**src/logic/iopim_pkg.sv**
```systemverilog
/*
 Shared constants, types and decode functions for the process image mapper.
 Assumes word-addressed process images with 16-bit words, low byte in lane 0.
*/
package iopim_pkg;

   localparam int WORD_W = 16;
   localparam int BYTE_W = 8;
   localparam int LANES = 2;
   localparam int LANE_LO = 0;
   localparam int LANE_HI = 1;
   localparam int DO_CH = 8;
   localparam int AI_CH_MAX = 4;
   localparam int AO_CH_MAX = 4;
   localparam int AI_SINGLE_WORDS = 2;
   localparam int AI_DIFF_IDX = 0;
   localparam int AI_REF_IDX = 1;
   localparam int ADDR_W = 3;
   localparam int IMAGE_WORDS_MAX = 6;

   localparam logic [WORD_W-1:0] WORD_RST = 16'h0000;
   localparam logic [BYTE_W-1:0] BYTE_RST = 8'h00;
   localparam logic [BYTE_W-1:0] BYTE_PAD = 8'h00;
   localparam logic FLAG_NONE = 1'b0;
   localparam logic FLAG_FAULT = 1'b1;

   typedef enum {
      IOPIM_RG_ANALOG,
      IOPIM_RG_SPECIAL,
      IOPIM_RG_DIGITAL,
      IOPIM_RG_NONE
   } iopim_region_t;

   // A one-channel input module occupies two words, the others one per channel
   function automatic int iopim_ai_words(input int ch);
      iopim_ai_words = (ch == 1) ? AI_SINGLE_WORDS : ch;
   endfunction : iopim_ai_words

   // Analog words first, then the optional control/status word, digital byte last
   function automatic iopim_region_t iopim_region(input logic [ADDR_W-1:0] a,
                                                  input int words, input int spec);
      int ai;
      ai = int'(a);
      if (ai < words) begin
         iopim_region = IOPIM_RG_ANALOG;
      end else if ((spec != 0) && (ai == words)) begin
         iopim_region = IOPIM_RG_SPECIAL;
      end else if (ai == words + spec) begin
         iopim_region = IOPIM_RG_DIGITAL;
      end else begin
         iopim_region = IOPIM_RG_NONE;
      end
   endfunction : iopim_region

   function automatic logic [WORD_W-1:0] iopim_byte_word(input logic [BYTE_W-1:0] b);
      iopim_byte_word = {BYTE_PAD, b};
   endfunction : iopim_byte_word

endpackage : iopim_pkg

```
**src/logic/iopim_fault_flags.sv**
```systemverilog
/*
 Per-channel fault flags of the switched-output module.
 Assumes fault inputs are synchronous levels from the output drivers.
*/
`timescale 1ns/100ps
module iopim_fault_flags #(
   parameter int CH = iopim_pkg::DO_CH
) (
   input wire logic clk,
   input wire logic rst_b,
   input wire logic [CH-1:0] overload,
   input wire logic [CH-1:0] short_circuit,
   input wire logic [CH-1:0] open_wire,
   output logic [CH-1:0] flags_q
);

   logic [CH-1:0] flags_d;

   generate
      if (CH < 1) begin : g_bad_ch
         $error("iopim_fault_flags: CH must be at least 1");
      end
   endgenerate

   // Flag follows the fault condition so a cleared fault reads as no error
   assign flags_d = overload | short_circuit | open_wire;

   always_ff @(posedge clk or negedge rst_b) begin
      if (!rst_b) begin
         flags_q <= '0;
      end else begin
         flags_q <= flags_d;
      end
   end

endmodule : iopim_fault_flags

```
**src/logic/iopim_word_store.sv**
```systemverilog
/*
 Small word memory holding the output process image.
 Assumes one write and one read per cycle; read data come from a register.
*/
`timescale 1ns/100ps
module iopim_word_store #(
   parameter int DEPTH = iopim_pkg::IMAGE_WORDS_MAX
) (
   input wire logic clk,
   input wire logic rst_b,
   input wire logic wr_en,
   input wire logic [iopim_pkg::ADDR_W-1:0] wr_idx,
   input wire logic [iopim_pkg::LANES-1:0] wr_be,
   input wire logic [iopim_pkg::WORD_W-1:0] wr_data,
   input wire logic rd_en,
   input wire logic [iopim_pkg::ADDR_W-1:0] rd_idx,
   output logic [iopim_pkg::WORD_W-1:0] rd_data_q,
   output logic [DEPTH*iopim_pkg::WORD_W-1:0] flat_q
);

   logic [iopim_pkg::WORD_W-1:0] mem_q [DEPTH];
   logic rd_hit;

   generate
      if ((DEPTH < 1) || (DEPTH > (1 << iopim_pkg::ADDR_W))) begin : g_bad_depth
         $error("iopim_word_store: DEPTH out of range");
      end
   endgenerate

   assign rd_hit = int'(rd_idx) < DEPTH;

   always_ff @(posedge clk or negedge rst_b) begin
      if (!rst_b) begin
         for (int i = 0; i < DEPTH; i++) begin
            mem_q[i] <= iopim_pkg::WORD_RST;
         end
      end else if (wr_en && (int'(wr_idx) < DEPTH)) begin
         for (int l = 0; l < iopim_pkg::LANES; l++) begin
            if (wr_be[l]) begin
               mem_q[wr_idx][l*iopim_pkg::BYTE_W +: iopim_pkg::BYTE_W] <=
                  wr_data[l*iopim_pkg::BYTE_W +: iopim_pkg::BYTE_W];
            end
         end
      end
   end

   // Read of a word written in the same cycle returns the old contents
   always_ff @(posedge clk or negedge rst_b) begin
      if (!rst_b) begin
         rd_data_q <= iopim_pkg::WORD_RST;
      end else if (rd_en) begin
         rd_data_q <= rd_hit ? mem_q[rd_idx] : iopim_pkg::WORD_RST;
      end
   end

   always_comb begin
      for (int i = 0; i < DEPTH; i++) begin
         flat_q[i*iopim_pkg::WORD_W +: iopim_pkg::WORD_W] = mem_q[i];
      end
   end

endmodule : iopim_word_store

```
**src/logic/iopim_mapper.sv**
```systemverilog
/*
 Process image mapper: builds the input image from analog words, specialty
 status and output fault flags, and unpacks the output image into analog
 values, the specialty control byte and the output switching byte.
 Assumes the controller side accesses images word by word, synchronous to clk.
*/
// Notes on behaviour
// Each of the eight switched outputs keeps one fault flag set by a fault.
// A fault flag reads 0 for no error, 1 for overload, short or open wire.
// Fault flags sit in one input byte, bit k for channel k+1.
// Switching byte from the output image, bit k drives channel k+1.
// Only 16-bit analog input words are visible, low byte first, status hidden.
// Analog input words come before the digital byte in the input image.
// Only 16-bit analog output words are accepted, low byte first, status hidden.
// Analog output words come before the digital byte in the output image.
// One-channel input: word 0 differential value, word 1 reference value.
// Two or four channel input: channel n at word n-1, up to word 3.
// Two or four channel output: channel n from word n-1, up to word 3.
// Control byte flows toward the module, status byte back to the controller.
// Module acts on its control byte and reports conditions in its status byte.
// After reset all outputs, analog words and fault flags are zero.
`timescale 1ns/100ps
module iopim_mapper #(
   parameter int AI_CH = iopim_pkg::AI_CH_MAX,
   parameter int AO_CH = iopim_pkg::AO_CH_MAX,
   parameter int SPEC_EN = 1,
   localparam int AI_WORDS = iopim_pkg::iopim_ai_words(AI_CH),
   localparam int SPEC_W = (SPEC_EN != 0) ? 1 : 0,
   localparam int OUT_WORDS = AO_CH + SPEC_W + 1,
   localparam int IN_WORDS = AI_WORDS + SPEC_W + 1
) (
   input wire logic clk,
   input wire logic rst_b,
   input wire logic in_rd_en,
   input wire logic [iopim_pkg::ADDR_W-1:0] in_rd_addr,
   output logic [iopim_pkg::WORD_W-1:0] in_rd_data,
   output logic in_rd_valid,
   output logic in_rd_err,
   input wire logic out_wr_en,
   input wire logic [iopim_pkg::ADDR_W-1:0] out_wr_addr,
   input wire logic [iopim_pkg::LANES-1:0] out_wr_be,
   input wire logic [iopim_pkg::WORD_W-1:0] out_wr_data,
   output logic out_wr_err,
   input wire logic out_rd_en,
   input wire logic [iopim_pkg::ADDR_W-1:0] out_rd_addr,
   output logic [iopim_pkg::WORD_W-1:0] out_rd_data,
   output logic out_rd_valid,
   output logic out_rd_err,
   input wire logic [AI_WORDS*iopim_pkg::WORD_W-1:0] ai_meas,
   input wire logic [iopim_pkg::DO_CH-1:0] do_overload,
   input wire logic [iopim_pkg::DO_CH-1:0] do_short,
   input wire logic [iopim_pkg::DO_CH-1:0] do_open,
   input wire logic [iopim_pkg::BYTE_W-1:0] spec_status,
   output logic [AO_CH*iopim_pkg::WORD_W-1:0] ao_value,
   output logic [iopim_pkg::DO_CH-1:0] do_switch,
   output logic [iopim_pkg::BYTE_W-1:0] spec_ctrl,
   output logic spec_ctrl_load
);

   generate
      if ((AI_CH != 1) && (AI_CH != 2) && (AI_CH != iopim_pkg::AI_CH_MAX)) begin : g_bad_ai
         $error("iopim_mapper: AI_CH must be 1, 2 or 4");
      end
      if ((AO_CH != 2) && (AO_CH != iopim_pkg::AO_CH_MAX)) begin : g_bad_ao
         $error("iopim_mapper: AO_CH must be 2 or 4");
      end
      if ((SPEC_EN != 0) && (SPEC_EN != 1)) begin : g_bad_spec
         $error("iopim_mapper: SPEC_EN must be 0 or 1");
      end
      if ((IN_WORDS > iopim_pkg::IMAGE_WORDS_MAX) ||
          (OUT_WORDS > iopim_pkg::IMAGE_WORDS_MAX)) begin : g_bad_size
         $error("iopim_mapper: image larger than the address space");
      end
   endgenerate

   // Fault flags of the switched-output module

   logic [iopim_pkg::DO_CH-1:0] fault_flags;

   iopim_fault_flags #(
      .CH(iopim_pkg::DO_CH)
   ) u_faults (
      .clk(clk),
      .rst_b(rst_b),
      .overload(do_overload),
      .short_circuit(do_short),
      .open_wire(do_open),
      .flags_q(fault_flags)
   );

   // Input image decode

   iopim_pkg::iopim_region_t in_region;
   logic [iopim_pkg::WORD_W-1:0] in_ai_word;
   logic [iopim_pkg::WORD_W-1:0] in_status_word;
   logic [iopim_pkg::WORD_W-1:0] in_diag_word;
   logic [iopim_pkg::WORD_W-1:0] in_sel_word;
   logic in_unmapped;

   assign in_region = iopim_pkg::iopim_region(in_rd_addr, AI_WORDS, SPEC_W);
   assign in_unmapped = in_region == iopim_pkg::IOPIM_RG_NONE;

   // One-channel modules deliver the differential word first, reference second
   assign in_ai_word = ai_meas[int'(in_rd_addr)*iopim_pkg::WORD_W +: iopim_pkg::WORD_W];

   // Module status byte goes back in the low lane, upper lane padded
   assign in_status_word = iopim_pkg::iopim_byte_word(spec_status);

   // Channel k+1 fault flag lands on bit k of the digital byte
   assign in_diag_word = iopim_pkg::iopim_byte_word(fault_flags);

   // The analog modules' own control/status bits never reach this mux
   assign in_sel_word = (in_region == iopim_pkg::IOPIM_RG_ANALOG) ? in_ai_word :
                        (in_region == iopim_pkg::IOPIM_RG_SPECIAL) ? in_status_word :
                        (in_region == iopim_pkg::IOPIM_RG_DIGITAL) ? in_diag_word :
                        iopim_pkg::WORD_RST;

   logic [iopim_pkg::WORD_W-1:0] in_rd_data_q;
   logic [iopim_pkg::WORD_W-1:0] in_rd_data_d;
   logic in_rd_valid_q;
   logic in_rd_err_q;

   assign in_rd_data_d = in_rd_en ? in_sel_word : in_rd_data_q;

   always_ff @(posedge clk or negedge rst_b) begin
      if (!rst_b) begin
         in_rd_data_q <= iopim_pkg::WORD_RST;
         in_rd_valid_q <= 1'b0;
         in_rd_err_q <= 1'b0;
      end else begin
         in_rd_data_q <= in_rd_data_d;
         in_rd_valid_q <= in_rd_en;
         in_rd_err_q <= in_rd_en && in_unmapped;
      end
   end

   assign in_rd_data = in_rd_data_q;
   assign in_rd_valid = in_rd_valid_q;
   assign in_rd_err = in_rd_err_q;

   // Output image decode

   iopim_pkg::iopim_region_t wr_region;
   iopim_pkg::iopim_region_t rd_region;
   logic wr_mapped;
   logic [iopim_pkg::LANES-1:0] wr_be_eff;
   logic wr_go;
   logic ctrl_hit;

   assign wr_region = iopim_pkg::iopim_region(out_wr_addr, AO_CH, SPEC_W);
   assign rd_region = iopim_pkg::iopim_region(out_rd_addr, AO_CH, SPEC_W);
   assign wr_mapped = wr_region != iopim_pkg::IOPIM_RG_NONE;
   assign wr_go = out_wr_en && wr_mapped;

   // Byte-wide words keep their upper lane at zero so readback stays honest
   assign wr_be_eff = (wr_region == iopim_pkg::IOPIM_RG_ANALOG) ? out_wr_be :
                      {1'b0, out_wr_be[iopim_pkg::LANE_LO]};

   assign ctrl_hit = wr_go && (wr_region == iopim_pkg::IOPIM_RG_SPECIAL) &&
                     out_wr_be[iopim_pkg::LANE_LO];

   logic [OUT_WORDS*iopim_pkg::WORD_W-1:0] out_flat;
   logic [iopim_pkg::WORD_W-1:0] out_rd_word;

   iopim_word_store #(
      .DEPTH(OUT_WORDS)
   ) u_out_image (
      .clk(clk),
      .rst_b(rst_b),
      .wr_en(wr_go),
      .wr_idx(out_wr_addr),
      .wr_be(wr_be_eff),
      .wr_data(out_wr_data),
      .rd_en(out_rd_en),
      .rd_idx(out_rd_addr),
      .rd_data_q(out_rd_word),
      .flat_q(out_flat)
   );

   logic out_rd_valid_q;
   logic out_rd_err_q;
   logic out_wr_err_q;
   logic spec_ctrl_load_q;

   always_ff @(posedge clk or negedge rst_b) begin
      if (!rst_b) begin
         out_rd_valid_q <= 1'b0;
         out_rd_err_q <= 1'b0;
         out_wr_err_q <= 1'b0;
         spec_ctrl_load_q <= 1'b0;
      end else begin
         out_rd_valid_q <= out_rd_en;
         out_rd_err_q <= out_rd_en && (rd_region == iopim_pkg::IOPIM_RG_NONE);
         out_wr_err_q <= out_wr_en && !wr_mapped;
         spec_ctrl_load_q <= ctrl_hit;
      end
   end

   assign out_rd_data = out_rd_word;
   assign out_rd_valid = out_rd_valid_q;
   assign out_rd_err = out_rd_err_q;
   assign out_wr_err = out_wr_err_q;

   // Output image unpacking

   // Channel n value is word n-1; the store resets every word to zero
   assign ao_value = out_flat[AO_CH*iopim_pkg::WORD_W-1:0];

   // Digital byte is the last word, bit k drives channel k+1
   assign do_switch = out_flat[(OUT_WORDS-1)*iopim_pkg::WORD_W +: iopim_pkg::DO_CH];

   generate
      if (SPEC_W != 0) begin : g_spec
         // Control byte travels toward the module with a load pulse per write that enables the low lane
         assign spec_ctrl = out_flat[AO_CH*iopim_pkg::WORD_W +: iopim_pkg::BYTE_W];
         assign spec_ctrl_load = spec_ctrl_load_q;
      end else begin : g_no_spec
         assign spec_ctrl = iopim_pkg::BYTE_RST;
         assign spec_ctrl_load = 1'b0;
      end
   endgenerate

endmodule : iopim_mapper

```
**config.mk**
```make
export PLATFORM = sky130hd
export DESIGN_NAME = iopim_mapper
export DESIGN_NICKNAME = d
export VERILOG_FILES = /design/src/logic/iopim_pkg.sv /design/src/logic/iopim_fault_flags.sv /design/src/logic/iopim_word_store.sv /design/src/logic/iopim_mapper.sv
export SDC_FILE = /design/constraint.sdc
export NUM_CORES = 1
export LEC_CHECK = 0
export ABC_CLOCK_PERIOD_IN_PS = 1000
export BUFFER_PORTS_ARGS = -buffer_cell sky130_fd_sc_hd__buf_2
export CAP_MARGIN = 5
export CORE_UTILIZATION = 46
export DETAILED_ROUTE_END_ITERATION = 10
export GPL_TIMING_DRIVEN = 0
export MAX_ROUTING_LAYER = met4
export PLACE_DENSITY_LB_ADDON = 0.25
export SETUP_SLACK_MARGIN = 0.2
export SYNTH_ARGS = -nofsm -noshare
export SYNTH_HDL_FRONTEND = slang
export SYNTH_SLANG_ARGS = --single-unit
```
**constraint.sdc**
```tcl
create_clock -name clk -period 1 [get_ports clk]
set_input_delay 0.05 -clock clk [delete_from_list [all_inputs] [get_ports clk]]
set_output_delay 0.05 -clock clk [all_outputs]
set_load 0.02 [all_outputs]
```
==> metrics.json, run 1 <==
{
  "critical_path.endpoint_type": {"value": "register"},
  "design.die.area": {"value": 15700, "unit": "um2"},
  "timing.hold.ws": {"value": -395, "unit": "ps"},
  "io_pins": {"value": 246},
  "global_route.peak_usage_layer": {"value": "met2"},
  "synthTopCellsByArea": {"value": "sky130_fd_sc_hd__dfrtp_1, sky130_fd_sc_hd__mux2_2, sky130_fd_sc_hd__buf_4, sky130_fd_sc_hd__mux4_2, sky130_fd_sc_hd__mux2i_1"},
  "worst_setup_path_start_kind": {"value": "input port"},
  "grt_start_max_net_pins": {"value": 75},
  "grt.total_usage": {"value": 32.9, "unit": "%"},
  "grt_pass1_vias": {"value": 7002},
  "area.growth.synth_to_final": {"value": 70.5, "unit": "%"},
  "period_share": {"value": 125, "unit": "%"},
  "final_util": {"value": 81.0, "unit": "%"},
  "synth_edf_count": {"value": 0},
  "worst_tran_pin_value": {"value": 811, "unit": "ps"},
  "hold_viol": {"value": 68},
  "timing.clock.skew": {"value": 9.38, "unit": "ps"},
  "path_clk_slew": {"value": 60, "unit": "ps"},
  "floorplan.initialDensity": {"value": 47.5, "unit": "%"},
  "synthCells": {"value": 568},
  "met1_usage": {"value": 34.8, "unit": "%"},
  "dpl-instance-area": {"value": 8710, "unit": "um2"},
  "route.detailed.drc": {"value": 8},
  "port_buffers": {"value": 242},
  "tritoncts": {"value": "done"},
  "fmax": {"value": 797, "unit": "MHz"},
  "gr-usage-met3": {"value": 6.33, "unit": "%"},
  "clock_latency": {"value": 430, "unit": "ps"},
  "leakagePower": {"value": 5.81, "unit": "nW"},
  "route.detailed.vias_per_inst": {"value": 5.55},
  "global_route_wire_length_before_repair": {"value": 37400, "unit": "um"},
  "cts_max_level": {"value": 4},
  "report.final.setup_viol": {"value": 133},
  "clock_path_buffers": {"value": 2},
  "violations": {"value": "DRC, hold timing, setup timing"},
  "layout_min_cycle_time": {"value": 1250, "unit": "ps"},
  "cts-root-buf": {"value": "sky130_fd_sc_hd__clkbuf_16"},
  "synth_top_cells_by_count": {"value": "sky130_fd_sc_hd__dfrtp_1, sky130_fd_sc_hd__buf_4, sky130_fd_sc_hd__mux2_2"},
  "cts_inserted_buffers": {"value": 17},
  "synthesis.yosys.warnings": {"value": 0},
  "core_area": {"value": 14700, "unit": "um2"},
  "gp_congestion": {"value": 0.903},
  "timing.setup.critical_path_class": {"value": "input port to register"},
  "drt_iter0_markers": {"value": 413},
  "gr-total-overflow": {"value": 0},
  "finalMaxSlewViolations": {"value": 0},
  "total_power": {"value": 23.2, "unit": "mW"},
  "routed_wirelength": {"value": 25700, "unit": "um"},
  "cts_hold_buf": {"value": 46},
  "postRouteAntennaNets": {"value": 0},
  "min-delay-path-class": {"value": "input port to asynchronous set/reset pin"},
  "num_vias": {"value": 6379},
  "post_synth_instance_area": {"value": 6990, "unit": "um2"},
  "fin_ws": {"value": -254, "unit": "ps"},
  "power-per-cell-area": {"value": 1950, "unit": "nW/um2"},
  "drv.max_cap_violation_count": {"value": 0},
  "post-dp-hpwl": {"value": 14200, "unit": "um"},
  "sinks_on_the_clock_net": {"value": 142},
  "die_width": {"value": 125, "unit": "um"},
  "req_time_crit_path": {"value": 1260, "unit": "ps"},
  "die_h": {"value": 125, "unit": "um"},
  "drt_pass1_iterations": {"value": 8},
  "synthMostInstantiatedCell": {"value": "sky130_fd_sc_hd__dfrtp_1"},
  "postSynthAreaPerCell": {"value": 12.3, "unit": "um2"},
  "synth.distinct_cells": {"value": 36},
  "layout.nets": {"value": 1077},
  "synth.net_count": {"value": 696},
  "synthArstFlopShare": {"value": 100, "unit": "%"},
  "setup_repair_after_global_routing_missed_its_margin": {"value": "yes"},
  "irDropWorstVdd": {"value": 1.49, "unit": "mV"},
  "ys_ff_latch": {"value": 142},
  "groute.layer.met2.usage": {"value": 57.7, "unit": "%"},
  "arrival": {"value": 1510, "unit": "ps"},
  "fp-row-count": {"value": 44},
  "setup_tns": {"value": -14110, "unit": "ps"},
  "register_area_share_after_synthesis": {"value": 50.9, "unit": "%"},
  "post_synthesis_cell_type_with_the_largest_combined_area": {"value": "sky130_fd_sc_hd__dfrtp_1"},
  "synthDominantCellAreaShare": {"value": 50.9, "unit": "%"},
  "run_status": {"value": "finished, violations left"},
  "ys_dominant_reg_cell": {"value": "sky130_fd_sc_hd__dfrtp_1"},
  "wl_per_cell": {"value": 22.4, "unit": "um"},
  "worst_slew_slack_as_a_fraction_of_its_limit": {"value": 46.0, "unit": "%"},
  "worst-path-max-fanout": {"value": 10},
  "final_layout_size_suffix_gt1_share": {"value": 61.9, "unit": "%"},
  "antenna_found_initial": {"value": 3},
  "postLayoutCellArea": {"value": 11900, "unit": "um2"}
}
## final timing paths
kind / cells after the start / slack (ps) / end / from
max in group asynchronous: 2 / 590 / u_faults.flags_q[6] / rst_b
min in group clk: 3 / 0 / spec_ctrl_load / out_wr_addr[0]
setup / recovery: 5 / -250 / u_out_image.rd_data_q[7] / out_rd_addr[0]
hold / removal: 1 / -390 / spec_ctrl_load / rst_b
setup reg to reg: 3 / -250 / u_out_image.rd_data_q[7] / u_out_image.flat_q[39]
hold reg to reg: 1 / 450 / u_out_image.flat_q[90] / u_out_image.flat_q[90]
## per-layer routing
layer / part of all wire [%] / wire [um] / vias up
li1: - / - / 2711
met1: 36 / 9160 / 3216
met2: 54 / 13800 / 358
met3: 5.8 / 1500 / 94
met4: 4.7 / 1220 / 0
met5: 0 / 0 / -
## critical path, cell delays in order
cell and delay [ps]:
sky130_fd_sc_hd__buf_2 140, sky130_fd_sc_hd__nor2b_1 560, sky130_fd_sc_hd__clkbuf_2 390, sky130_fd_sc_hd__a221o_1 260, sky130_fd_sc_hd__o32ai_2 110
## placed cells by master (no fill, tap or decap), types with 4 or more instances in the layout
| master | n |
|---|---|
| sky130_fd_sc_hd__o22ai_1 | 16 |
| sky130_fd_sc_hd__clkbuf_16 | 17 |
| sky130_fd_sc_hd__a221o_1 | 15 |
| sky130_fd_sc_hd__inv_1 | 32 |
| sky130_fd_sc_hd__clkbuf_1 | 27 |
| sky130_fd_sc_hd__mux2_4 | 73 |
| sky130_fd_sc_hd__or3_1 | 9 |
| sky130_fd_sc_hd__nor2_1 | 24 |
| sky130_fd_sc_hd__clkinv_2 | 4 |
| sky130_fd_sc_hd__mux2_2 | 15 |
| sky130_fd_sc_hd__buf_4 | 31 |
| sky130_fd_sc_hd__o21ai_0 | 16 |
| sky130_fd_sc_hd__buf_12 | 8 |
| sky130_fd_sc_hd__a21oi_1 | 4 |
| sky130_fd_sc_hd__clkbuf_8 | 6 |
| sky130_fd_sc_hd__a21oi_2 | 5 |
| sky130_fd_sc_hd__dlygate4sd3_1 | 46 |
| sky130_fd_sc_hd__o32ai_2 | 13 |
| sky130_fd_sc_hd__dfrtp_1 | 142 |
| sky130_fd_sc_hd__mux2i_1 | 17 |
| sky130_fd_sc_hd__a22oi_2 | 8 |
| sky130_fd_sc_hd__buf_6 | 240 |
| sky130_fd_sc_hd__clkbuf_2 | 7 |
| sky130_fd_sc_hd__mux4_2 | 16 |
| sky130_fd_sc_hd__buf_2 | 123 |
| sky130_fd_sc_hd__o22ai_2 | 7 |
## per-stage QoR
stage               setup WS (ps)  hold slack [ps]  std cells
global route                 -266             -335       1149
CTS                          -168             -354       1129
finish                       -254             -395       1149
detailed placement           -703             92.3        995
floorplan                    -263             -246        568
global placement            -2050              176        994
## flip-flops by register name (all words and copies together) (netlist names)
register and count:
spec_ctrl_load 1, out_rd_valid 1, u_out_image.rd_data_q 16, out_wr_err 1, in_rd_err 1, u_out_image.flat_q 96
u_faults.flags_q 8, out_rd_err 1, in_rd_valid 1, in_rd_data 16
## repair_timing
action,in CTS,in global routing
endpoints found under the setup margin,216,227
setup buffers,56,17
pin swaps,23,11
gates resized for setup,389,59
endpoints found under the hold margin,163,68
## where the power goes
group / leakage, nW / switching [mW] / internal [mW]
logic: 3.77 / 3.67 / 5.70
clock network: 0.274 / 2.44 / 3.67
registers: 1.76 / 1.01 / 6.69
total: 5.81 / 7.12 / 16.1
## cells by family after synthesis
| family | share of synthesized area [%] |
|---|---|
| AOI/OAI and AO/OA | 8.95 |
| muxes | 22.2 |
| buffers and inverters | 13.0 |
| DFF | 50.9 |
| and+or+nand+nor | 5.03 |
## cell type report
class / instances / area (um2)
fillers: 778 / 2790
well taps: 184 / 230
repair buffers: 362 / 3210
clock inverters: 6 / 57.6
diodes: 3 / 7.51
inverters: 33 / 124
clock buffers: 26 / 499
multi-input cells: 270 / 3050
flip-flops and latches: 142 / 3550
plain buffers: 123 / 1180
No activity file was read; power rests on OpenSTA's default activity.
==> run 2, diff against run 1 <==
--- a/config.mk
+++ b/config.mk
@@ -14,6 +14,7 @@
 export MAX_ROUTING_LAYER = met4
 export PLACE_DENSITY_LB_ADDON = 0.25
 export SETUP_SLACK_MARGIN = 0.2
+export SKIP_LAST_GASP = 1
 export SYNTH_ARGS = -nofsm -noshare
 export SYNTH_HDL_FRONTEND = slang
 export SYNTH_SLANG_ARGS = --single-unit
==> metrics.json, run 2 (synthesis gave the netlist of run 1 again) <==
{
  "timing.critical_path.cells": {"value": "mux2i_1 > a221o_1 > o32ai_2", "change": "was buf_2 > nor2b_1 > clkbuf_2 > a221o_1 > o32ai_2"},
  "total_power": {"value": 22.9, "unit": "mW", "change": "was 23.2 mW"},
  "routed_wirelength": {"value": 24900, "unit": "um", "change": "was 25700 um"},
  "largest_register_ff_count": {"value": 96, "change": "unchanged"},
  "route.detailed.vias_per_inst": {"value": 5.48, "change": "was 5.55"},
  "grt_pass1_vias": {"value": 6968, "change": "was 7002"},
  "fin_ws": {"value": -278, "unit": "ps", "change": "was -254 ps"},
  "core_area": {"value": 14700, "unit": "um2", "change": "unchanged"},
  "req_time_crit_path": {"value": 1320, "unit": "ps", "change": "was 1260 ps"},
  "final_util": {"value": 80.3, "unit": "%", "change": "was 81.0%"},
  "cp_slowest_cell": {"value": "sky130_fd_sc_hd__dfrtp_1", "change": "was sky130_fd_sc_hd__nor2b_1"},
  "postLayoutCellArea": {"value": 11800, "unit": "um2", "change": "was 11900 um2"},
  "floorplan.initialDensity": {"value": 47.5, "unit": "%", "change": "unchanged"},
  "worst_slew_slack_as_a_fraction_of_its_limit": {"value": 48.8, "unit": "%", "change": "was 46.0%"},
  "setup_repair_after_global_routing_missed_its_margin": {"value": "yes", "change": "unchanged"},
  "tritoncts": {"value": "done", "change": "unchanged"},
  "arrival": {"value": 1600, "unit": "ps", "change": "was 1510 ps"},
  "gp_congestion": {"value": 0.903, "change": "unchanged"},
  "timing.setup.critical_path_class": {"value": "register to register", "change": "was input port to register"},
  "pwr-share-comb": {"value": 40.1, "unit": "%", "change": "was 40.4%"},
  "grt_start_max_net_pins": {"value": 75, "change": "unchanged"},
  "drv.max_cap_violation_count": {"value": 0, "change": "unchanged"},
  "route.detailed.drc": {"value": 8, "change": "unchanged"},
  "worst-path-max-fanout": {"value": 3, "change": "was 10"},
  "path_clk_slew": {"value": 60, "unit": "ps", "change": "about the same"},
  "critical_path.max_stage_delay": {"value": 410, "unit": "ps", "change": "was 560 ps"},
  "ff2ff_path_depth": {"value": 3, "change": "unchanged"},
  "final_layout_size_suffix_gt1_share": {"value": 61.6, "unit": "%", "change": "was 61.9%"},
  "report.final.setup_viol": {"value": 136, "change": "was 133"},
  "clock_latency": {"value": 420, "unit": "ps", "change": "was 430 ps"},
  "cts_max_level": {"value": 4, "change": "unchanged"},
  "drt_iter0_markers": {"value": 450, "change": "was 413"},
  "critical_path.endpoint_type": {"value": "register", "change": "unchanged"},
  "switching_power": {"value": 6.98, "unit": "mW", "change": "was 7.12 mW"},
  "final_common_cell": {"value": "sky130_fd_sc_hd__buf_6", "change": "unchanged"},
  "timing.hold.ws": {"value": -380, "unit": "ps", "change": "was -395 ps"},
  "clock_path_buffers": {"value": 2, "change": "unchanged"},
  "design.die.area": {"value": 15700, "unit": "um2", "change": "unchanged"},
  "power-per-cell-area": {"value": 1940, "unit": "nW/um2", "change": "was 1950 nW/um2"},
  "irDropWorstVdd": {"value": 1.37, "unit": "mV", "change": "was 1.49 mV"},
  "finalMaxSlewViolations": {"value": 0, "change": "unchanged"},
  "port_buffers": {"value": 242, "change": "unchanged"},
  "launch_point_of_the_worst_reg_to_reg_path": {"value": "u_out_image.flat_q[39]", "change": "unchanged"},
  "internal_dissipation": {"value": 15.9, "unit": "mW", "change": "was 16.1 mW"},
  "critical_path.n_buffers_inverters": {"value": 0, "change": "was 2"},
  "fp-row-count": {"value": 44, "change": "unchanged"},
  "worst_tran_pin_value": {"value": 768, "unit": "ps", "change": "was 811 ps"},
  "antenna_found_initial": {"value": 4, "change": "was 3"},
  "cts-root-buf": {"value": "sky130_fd_sc_hd__clkbuf_16", "change": "unchanged"},
  "area.growth.synth_to_final": {"value": 68.8, "unit": "%", "change": "was 70.5%"},
  "timing.clock.skew": {"value": 6.36, "unit": "ps", "change": "was 9.38 ps"},
  "die_width": {"value": 125, "unit": "um", "change": "unchanged"},
  "layout.nets": {"value": 1073, "change": "was 1077"},
  "num_vias": {"value": 6284, "change": "was 6379"},
  "sinks_on_the_clock_net": {"value": 142, "change": "unchanged"},
  "r2r-end": {"value": "u_out_image.rd_data_q[7]", "change": "unchanged"},
  "dpl-instance-area": {"value": 8710, "unit": "um2", "change": "unchanged"},
  "startpoint": {"value": "u_out_image.flat_q[39]", "change": "was out_rd_addr[0]"},
  "layout.cells.non_filler": {"value": 1146, "change": "was 1149"},
  "leakagePower": {"value": 5.73, "unit": "nW", "change": "was 5.81 nW"},
  "crit_end": {"value": "u_out_image.rd_data_q[7]", "change": "unchanged"},
  "path_depth": {"value": 3, "change": "was 5"},
  "placed_cells": {"value": 995, "change": "unchanged"},
  "most-common-layout-cells": {"value": "sky130_fd_sc_hd__buf_6, sky130_fd_sc_hd__dfrtp_1, sky130_fd_sc_hd__buf_2", "change": "unchanged"},
  "gr-total-overflow": {"value": 0, "change": "unchanged"},
  "part_of_the_power_in_registers": {"value": 33.4, "unit": "%", "change": "was 33.2%"},
  "clock_power_share": {"value": 26.5, "unit": "%", "change": "was 26.4%"},
  "timing.reg2reg.setup_slack": {"value": -280, "unit": "ps", "change": "was -250 ps"},
  "die_h": {"value": 125, "unit": "um", "change": "unchanged"},
  "post-dp-hpwl": {"value": 14200, "unit": "um", "change": "unchanged"},
  "worst_setup_path_start_kind": {"value": "register", "change": "was input port"},
  "wl_per_cell": {"value": 21.7, "unit": "um", "change": "was 22.4 um"},
  "violations": {"value": "DRC, hold timing, setup timing", "change": "unchanged"},
  "postRouteAntennaNets": {"value": 0, "change": "unchanged"},
  "period_share": {"value": 128, "unit": "%", "change": "was 125%"},
  "drt_pass1_iterations": {"value": 8, "change": "unchanged"},
  "hold_viol": {"value": 68, "change": "unchanged"},
  "run_status": {"value": "finished, violations left", "change": "unchanged"},
  "critPathTopFamily": {"value": "compound AO/OA/AOI/OAI gates", "change": "was simple AND/OR/NAND/NOR gates"},
  "cts_hold_buf": {"value": 46, "change": "unchanged"},
  "min-delay-path-class": {"value": "input port to asynchronous set/reset pin", "change": "unchanged"},
  "cts_inserted_buffers": {"value": 17, "change": "unchanged"},
  "fmax": {"value": 782, "unit": "MHz", "change": "was 797 MHz"},
  "io_pins": {"value": 246, "change": "unchanged"},
  "global_route_wire_length_before_repair": {"value": 36900, "unit": "um", "change": "was 37400 um"},
  "grt.total_usage": {"value": 32.2, "unit": "%", "change": "was 32.9%"},
  "layout_min_cycle_time": {"value": 1280, "unit": "ps", "change": "was 1250 ps"},
  "switching_power_share_of_the_total": {"value": 30.5, "unit": "%", "change": "was 30.7%"}
}
## run 2: worst min path at each step
| stage | from | end | cells after the start |
|---|---|---|---|
| floorplan | rst_b | in_rd_data[0] | 0 |
| global placement | in_rd_en | in_rd_valid | 1 |
| detailed placement | rst_b | spec_ctrl_load | 1 |
| CTS | rst_b | spec_ctrl_load | 1 |
| global route | rst_b | spec_ctrl_load | 1 |
| finish | rst_b | spec_ctrl_load | 1 |
## run 2: what timing repair did
| item | CTS | global route |
|---|---|---|
| setup buffers | 56 | 13 |
| pin swaps | 22 | 8 |
| cloned | 0 | 0 |
| endpoints found under the hold margin | 163 | 68 |
| gates resized for setup | 370 | 58 |
| setup endpoints to repair | 216 | 221 |
## run 2: power groups by stage
stage	logic (mW)	registers (mW)	clock network (mW)
2_1_floorplan	3.83	7.51	0
3_3_place_gp	5.61	7.48	0
3_5_place_dp	5.72	7.53	0
4_1_cts	8.55	7.53	6.05
5_1_grt	9.57	7.75	6.36
6_report	9.19	7.67	6.07
## run 2: final cells by class
type	count	area, um2
flip-flops and latches	142	3550
inverters	33	124
clock buffers	26	499
clock inverters	6	57.6
diodes	4	10.0
repair buffers	358	3150
fillers	793	2900
well taps	184	230
multi-input cells	270	2990
plain buffers	123	1180
## run 2: metrics by stage
stage | TNS [ps] | setup WS, ps
after floorplan | -10480 | -263
after global placement | -340410 | -2050
after detailed placement | -53590 | -703
after CTS | -12610 | -168
after global routing | -16530 | -284
final | -13330 | -278
## run 2: layer usage
metal | vias up | part of all wire [%] | GRT usage, %
met5 | - | 0 | -
met4 | 0 | 4.5 | 17.9
met3 | 91 | 5.7 | 7.15
met2 | 318 | 53 | 55.8
met1 | 3170 | 36 | 34.0
li1 | 2705 | - | -
==> run 3, diff against run 2 <==
--- a/config.mk
+++ b/config.mk
@@ -11,7 +11,6 @@
 export CORE_UTILIZATION = 46
 export DETAILED_ROUTE_END_ITERATION = 10
 export GPL_TIMING_DRIVEN = 0
-export MAX_ROUTING_LAYER = met4
 export PLACE_DENSITY_LB_ADDON = 0.25
 export SETUP_SLACK_MARGIN = 0.2
 export SKIP_LAST_GASP = 1
==> metrics.json, run 3 (synthesis gave the netlist of run 1 again) <==
{
  "area.growth.synth_to_final": {"value": 68.7, "unit": "%", "change": "was 68.8%"},
  "timing.clock.skew": {"value": 6.27, "unit": "ps", "change": "was 6.36 ps"},
  "cts_hold_buf": {"value": 46, "change": "unchanged"},
  "fin_ws": {"value": -264, "unit": "ps", "change": "was -278 ps"},
  "drt_iter0_markers": {"value": 468, "change": "was 450"},
  "final_common_cell": {"value": "sky130_fd_sc_hd__buf_6", "change": "unchanged"},
  "sinks_on_the_clock_net": {"value": 142, "change": "unchanged"},
  "worst_tran_pin_value": {"value": 767, "unit": "ps", "change": "was 768 ps"},
  "cts-root-buf": {"value": "sky130_fd_sc_hd__clkbuf_16", "change": "unchanged"},
  "worst-path-max-fanout": {"value": 3, "change": "unchanged"},
  "leakagePower": {"value": 5.73, "unit": "nW", "change": "about the same"},
  "dpl-instance-area": {"value": 8710, "unit": "um2", "change": "unchanged"},
  "die_h": {"value": 125, "unit": "um", "change": "unchanged"},
  "final_layout_size_suffix_gt1_share": {"value": 61.5, "unit": "%", "change": "was 61.6%"},
  "cp_slowest_cell": {"value": "sky130_fd_sc_hd__dfrtp_1", "change": "unchanged"},
  "timing.hold.ws": {"value": -378, "unit": "ps", "change": "was -380 ps"},
  "irDropWorstVdd": {"value": 1.36, "unit": "mV", "change": "was 1.37 mV"},
  "total_power": {"value": 22.9, "unit": "mW", "change": "about the same"},
  "pre_cts_ws": {"value": -703, "unit": "ps", "change": "unchanged"},
  "core_area": {"value": 14700, "unit": "um2", "change": "unchanged"},
  "setup_repair_after_global_routing_missed_its_margin": {"value": "yes", "change": "unchanged"},
  "req_time_crit_path": {"value": 1310, "unit": "ps", "change": "was 1320 ps"},
  "fp-row-count": {"value": 44, "change": "unchanged"},
  "postLayoutCellArea": {"value": 11800, "unit": "um2", "change": "about the same"},
  "largest_register_ff_count": {"value": 96, "change": "unchanged"},
  "routed_wirelength": {"value": 24800, "unit": "um", "change": "was 24900 um"},
  "gr-total-overflow": {"value": 0, "change": "unchanged"},
  "layout_min_cycle_time": {"value": 1260, "unit": "ps", "change": "was 1280 ps"},
  "floorplan.initialDensity": {"value": 47.5, "unit": "%", "change": "unchanged"},
  "timing.critical_path.cells": {"value": "mux2i_1 > a221o_1 > o32ai_2", "change": "unchanged"},
  "cts_inserted_buffers": {"value": 17, "change": "unchanged"},
  "drt_pass1_iterations": {"value": 7, "change": "was 8"},
  "fmax": {"value": 791, "unit": "MHz", "change": "was 782 MHz"},
  "grt_start_max_net_pins": {"value": 75, "change": "unchanged"},
  "finalMaxSlewViolations": {"value": 0, "change": "unchanged"},
  "drv.max_cap_violation_count": {"value": 0, "change": "unchanged"},
  "clock_path_buffers": {"value": 2, "change": "unchanged"},
  "wl_per_cell": {"value": 21.6, "unit": "um", "change": "was 21.7 um"},
  "path_clk_slew": {"value": 60, "unit": "ps", "change": "about the same"},
  "timing.setup.critical_path_class": {"value": "register to register", "change": "unchanged"},
  "grt.total_usage": {"value": 31.1, "unit": "%", "change": "was 32.2%"},
  "port_buffers": {"value": 242, "change": "unchanged"},
  "die_width": {"value": 125, "unit": "um", "change": "unchanged"},
  "postRouteAntennaNets": {"value": 0, "change": "unchanged"},
  "post-dp-hpwl": {"value": 14200, "unit": "um", "change": "unchanged"},
  "antenna_found_initial": {"value": 4, "change": "unchanged"},
  "global_route_wire_length_before_repair": {"value": 36800, "unit": "um", "change": "was 36900 um"},
  "worst_slew_slack_as_a_fraction_of_its_limit": {"value": 48.9, "unit": "%", "change": "was 48.8%"},
  "arrival": {"value": 1580, "unit": "ps", "change": "was 1600 ps"},
  "critical_path.endpoint_type": {"value": "register", "change": "unchanged"},
  "hold_viol": {"value": 68, "change": "unchanged"},
  "cts_max_level": {"value": 4, "change": "unchanged"},
  "period_share": {"value": 126, "unit": "%", "change": "was 128%"},
  "route.detailed.drc": {"value": 8, "change": "unchanged"},
  "report.final.setup_viol": {"value": 129, "change": "was 136"},
  "clock_latency": {"value": 420, "unit": "ps", "change": "about the same"},
  "run_status": {"value": "finished, violations left", "change": "unchanged"},
  "critical_path.max_stage_delay": {"value": 410, "unit": "ps", "change": "about the same"},
  "route.detailed.vias_per_inst": {"value": 5.49, "change": "was 5.48"},
  "power-per-cell-area": {"value": 1940, "unit": "nW/um2", "change": "about the same"},
  "gp_congestion": {"value": 0.888, "change": "was 0.903"},
  "grt_pass1_vias": {"value": 6965, "change": "was 6968"},
  "design.die.area": {"value": 15700, "unit": "um2", "change": "unchanged"},
  "tritoncts": {"value": "done", "change": "unchanged"},
  "most-common-layout-cells": {"value": "sky130_fd_sc_hd__buf_6, sky130_fd_sc_hd__dfrtp_1, sky130_fd_sc_hd__buf_2", "change": "unchanged"},
  "layout.nets": {"value": 1072, "change": "was 1073"},
  "violations": {"value": "DRC, hold timing, setup timing", "change": "unchanged"},
  "min-delay-path-class": {"value": "input port to asynchronous set/reset pin", "change": "unchanged"},
  "num_vias": {"value": 6289, "change": "was 6284"},
  "io_pins": {"value": 246, "change": "unchanged"},
  "worst_setup_path_start_kind": {"value": "register", "change": "unchanged"},
  "fillerInstances": {"value": 796, "change": "was 793"}
}
-- run 3: changes by cell type in the layout (fill, tap and decap cells not counted) --
cell,delta
sky130_fd_sc_hd__buf_4,-1
-- run 3: worst paths after layout --
path / from / to / slack, ps / depth (start not counted)
worst max-delay path: u_out_image.flat_q[55] / u_out_image.rd_data_q[7] / -260 / 3
worst max register to register: u_out_image.flat_q[55] / u_out_image.rd_data_q[7] / -260 / 3
min in group clk: out_wr_addr[0] / spec_ctrl_load / 30 / 3
worst min-delay path: rst_b / spec_ctrl_load / -380 / 1
worst min register to register: u_out_image.flat_q[88] / u_out_image.flat_q[88] / 450 / 1
max in group asynchronous: rst_b / in_rd_data[4] / 590 / 2
-- run 3: layout make-up --
cell class	instances	area (um2)	area share [%]
flip-flops and latches	142	3550	30.1
repair buffers	357	3150	26.7
multi-input cells	270	2990	25.4
plain buffers	123	1180	10.0
clock buffers	26	499	4.23
well taps	184	230	1.95
inverters	33	124	1.05
clock inverters	6	57.6	0.488
diodes	4	10.0	0.0849
-- run 3: power breakdown --
group | total [mW] | leakage (nW) | switching [mW] | internal, mW
Clock | 6.06 | 0.274 | 2.38 | 3.67
Combinational | 9.17 | 3.69 | 3.59 | 5.58
Sequential | 7.66 | 1.76 | 0.974 | 6.69
Total | 22.9 | 5.73 | 6.95 | 15.9
-- run 3: repair_timing --
action                                 4_1_cts  5_1_grt
gates resized for setup                    370       58
setup endpoints to repair                  216      221
buffers inserted                            56       12
endpoints found under the hold margin      163       68
pin swaps                                   22        8
-- run 3: layer usage --
layer	share of wire (%)	vias up	global-route usage (%)
met2	53	315	55.5
met3	6.1	85	7.40
met5	0	-	0
met4	4.6	0	18.2
met1	36	3184	33.7
li1	-	2705	-
-- run 3: critical path: cells and delay by family, from the launching register on --
family,cells,cell delay [ps]
muxes,1,120
DFF,1,410
AOI/OAI and AO/OA,2,630
-- run 3: per-stage QoR --
step | instances | util [%] | TNS, ps
after floorplan | 568 | - | -10480
after global placement | 994 | 59.0 | -340410
after detailed placement | 995 | 59.2 | -53590
after CTS | 1129 | 77.9 | -12610
after global routing | 1145 | 80.2 | -16590
final | 1145 | 80.2 | -12920
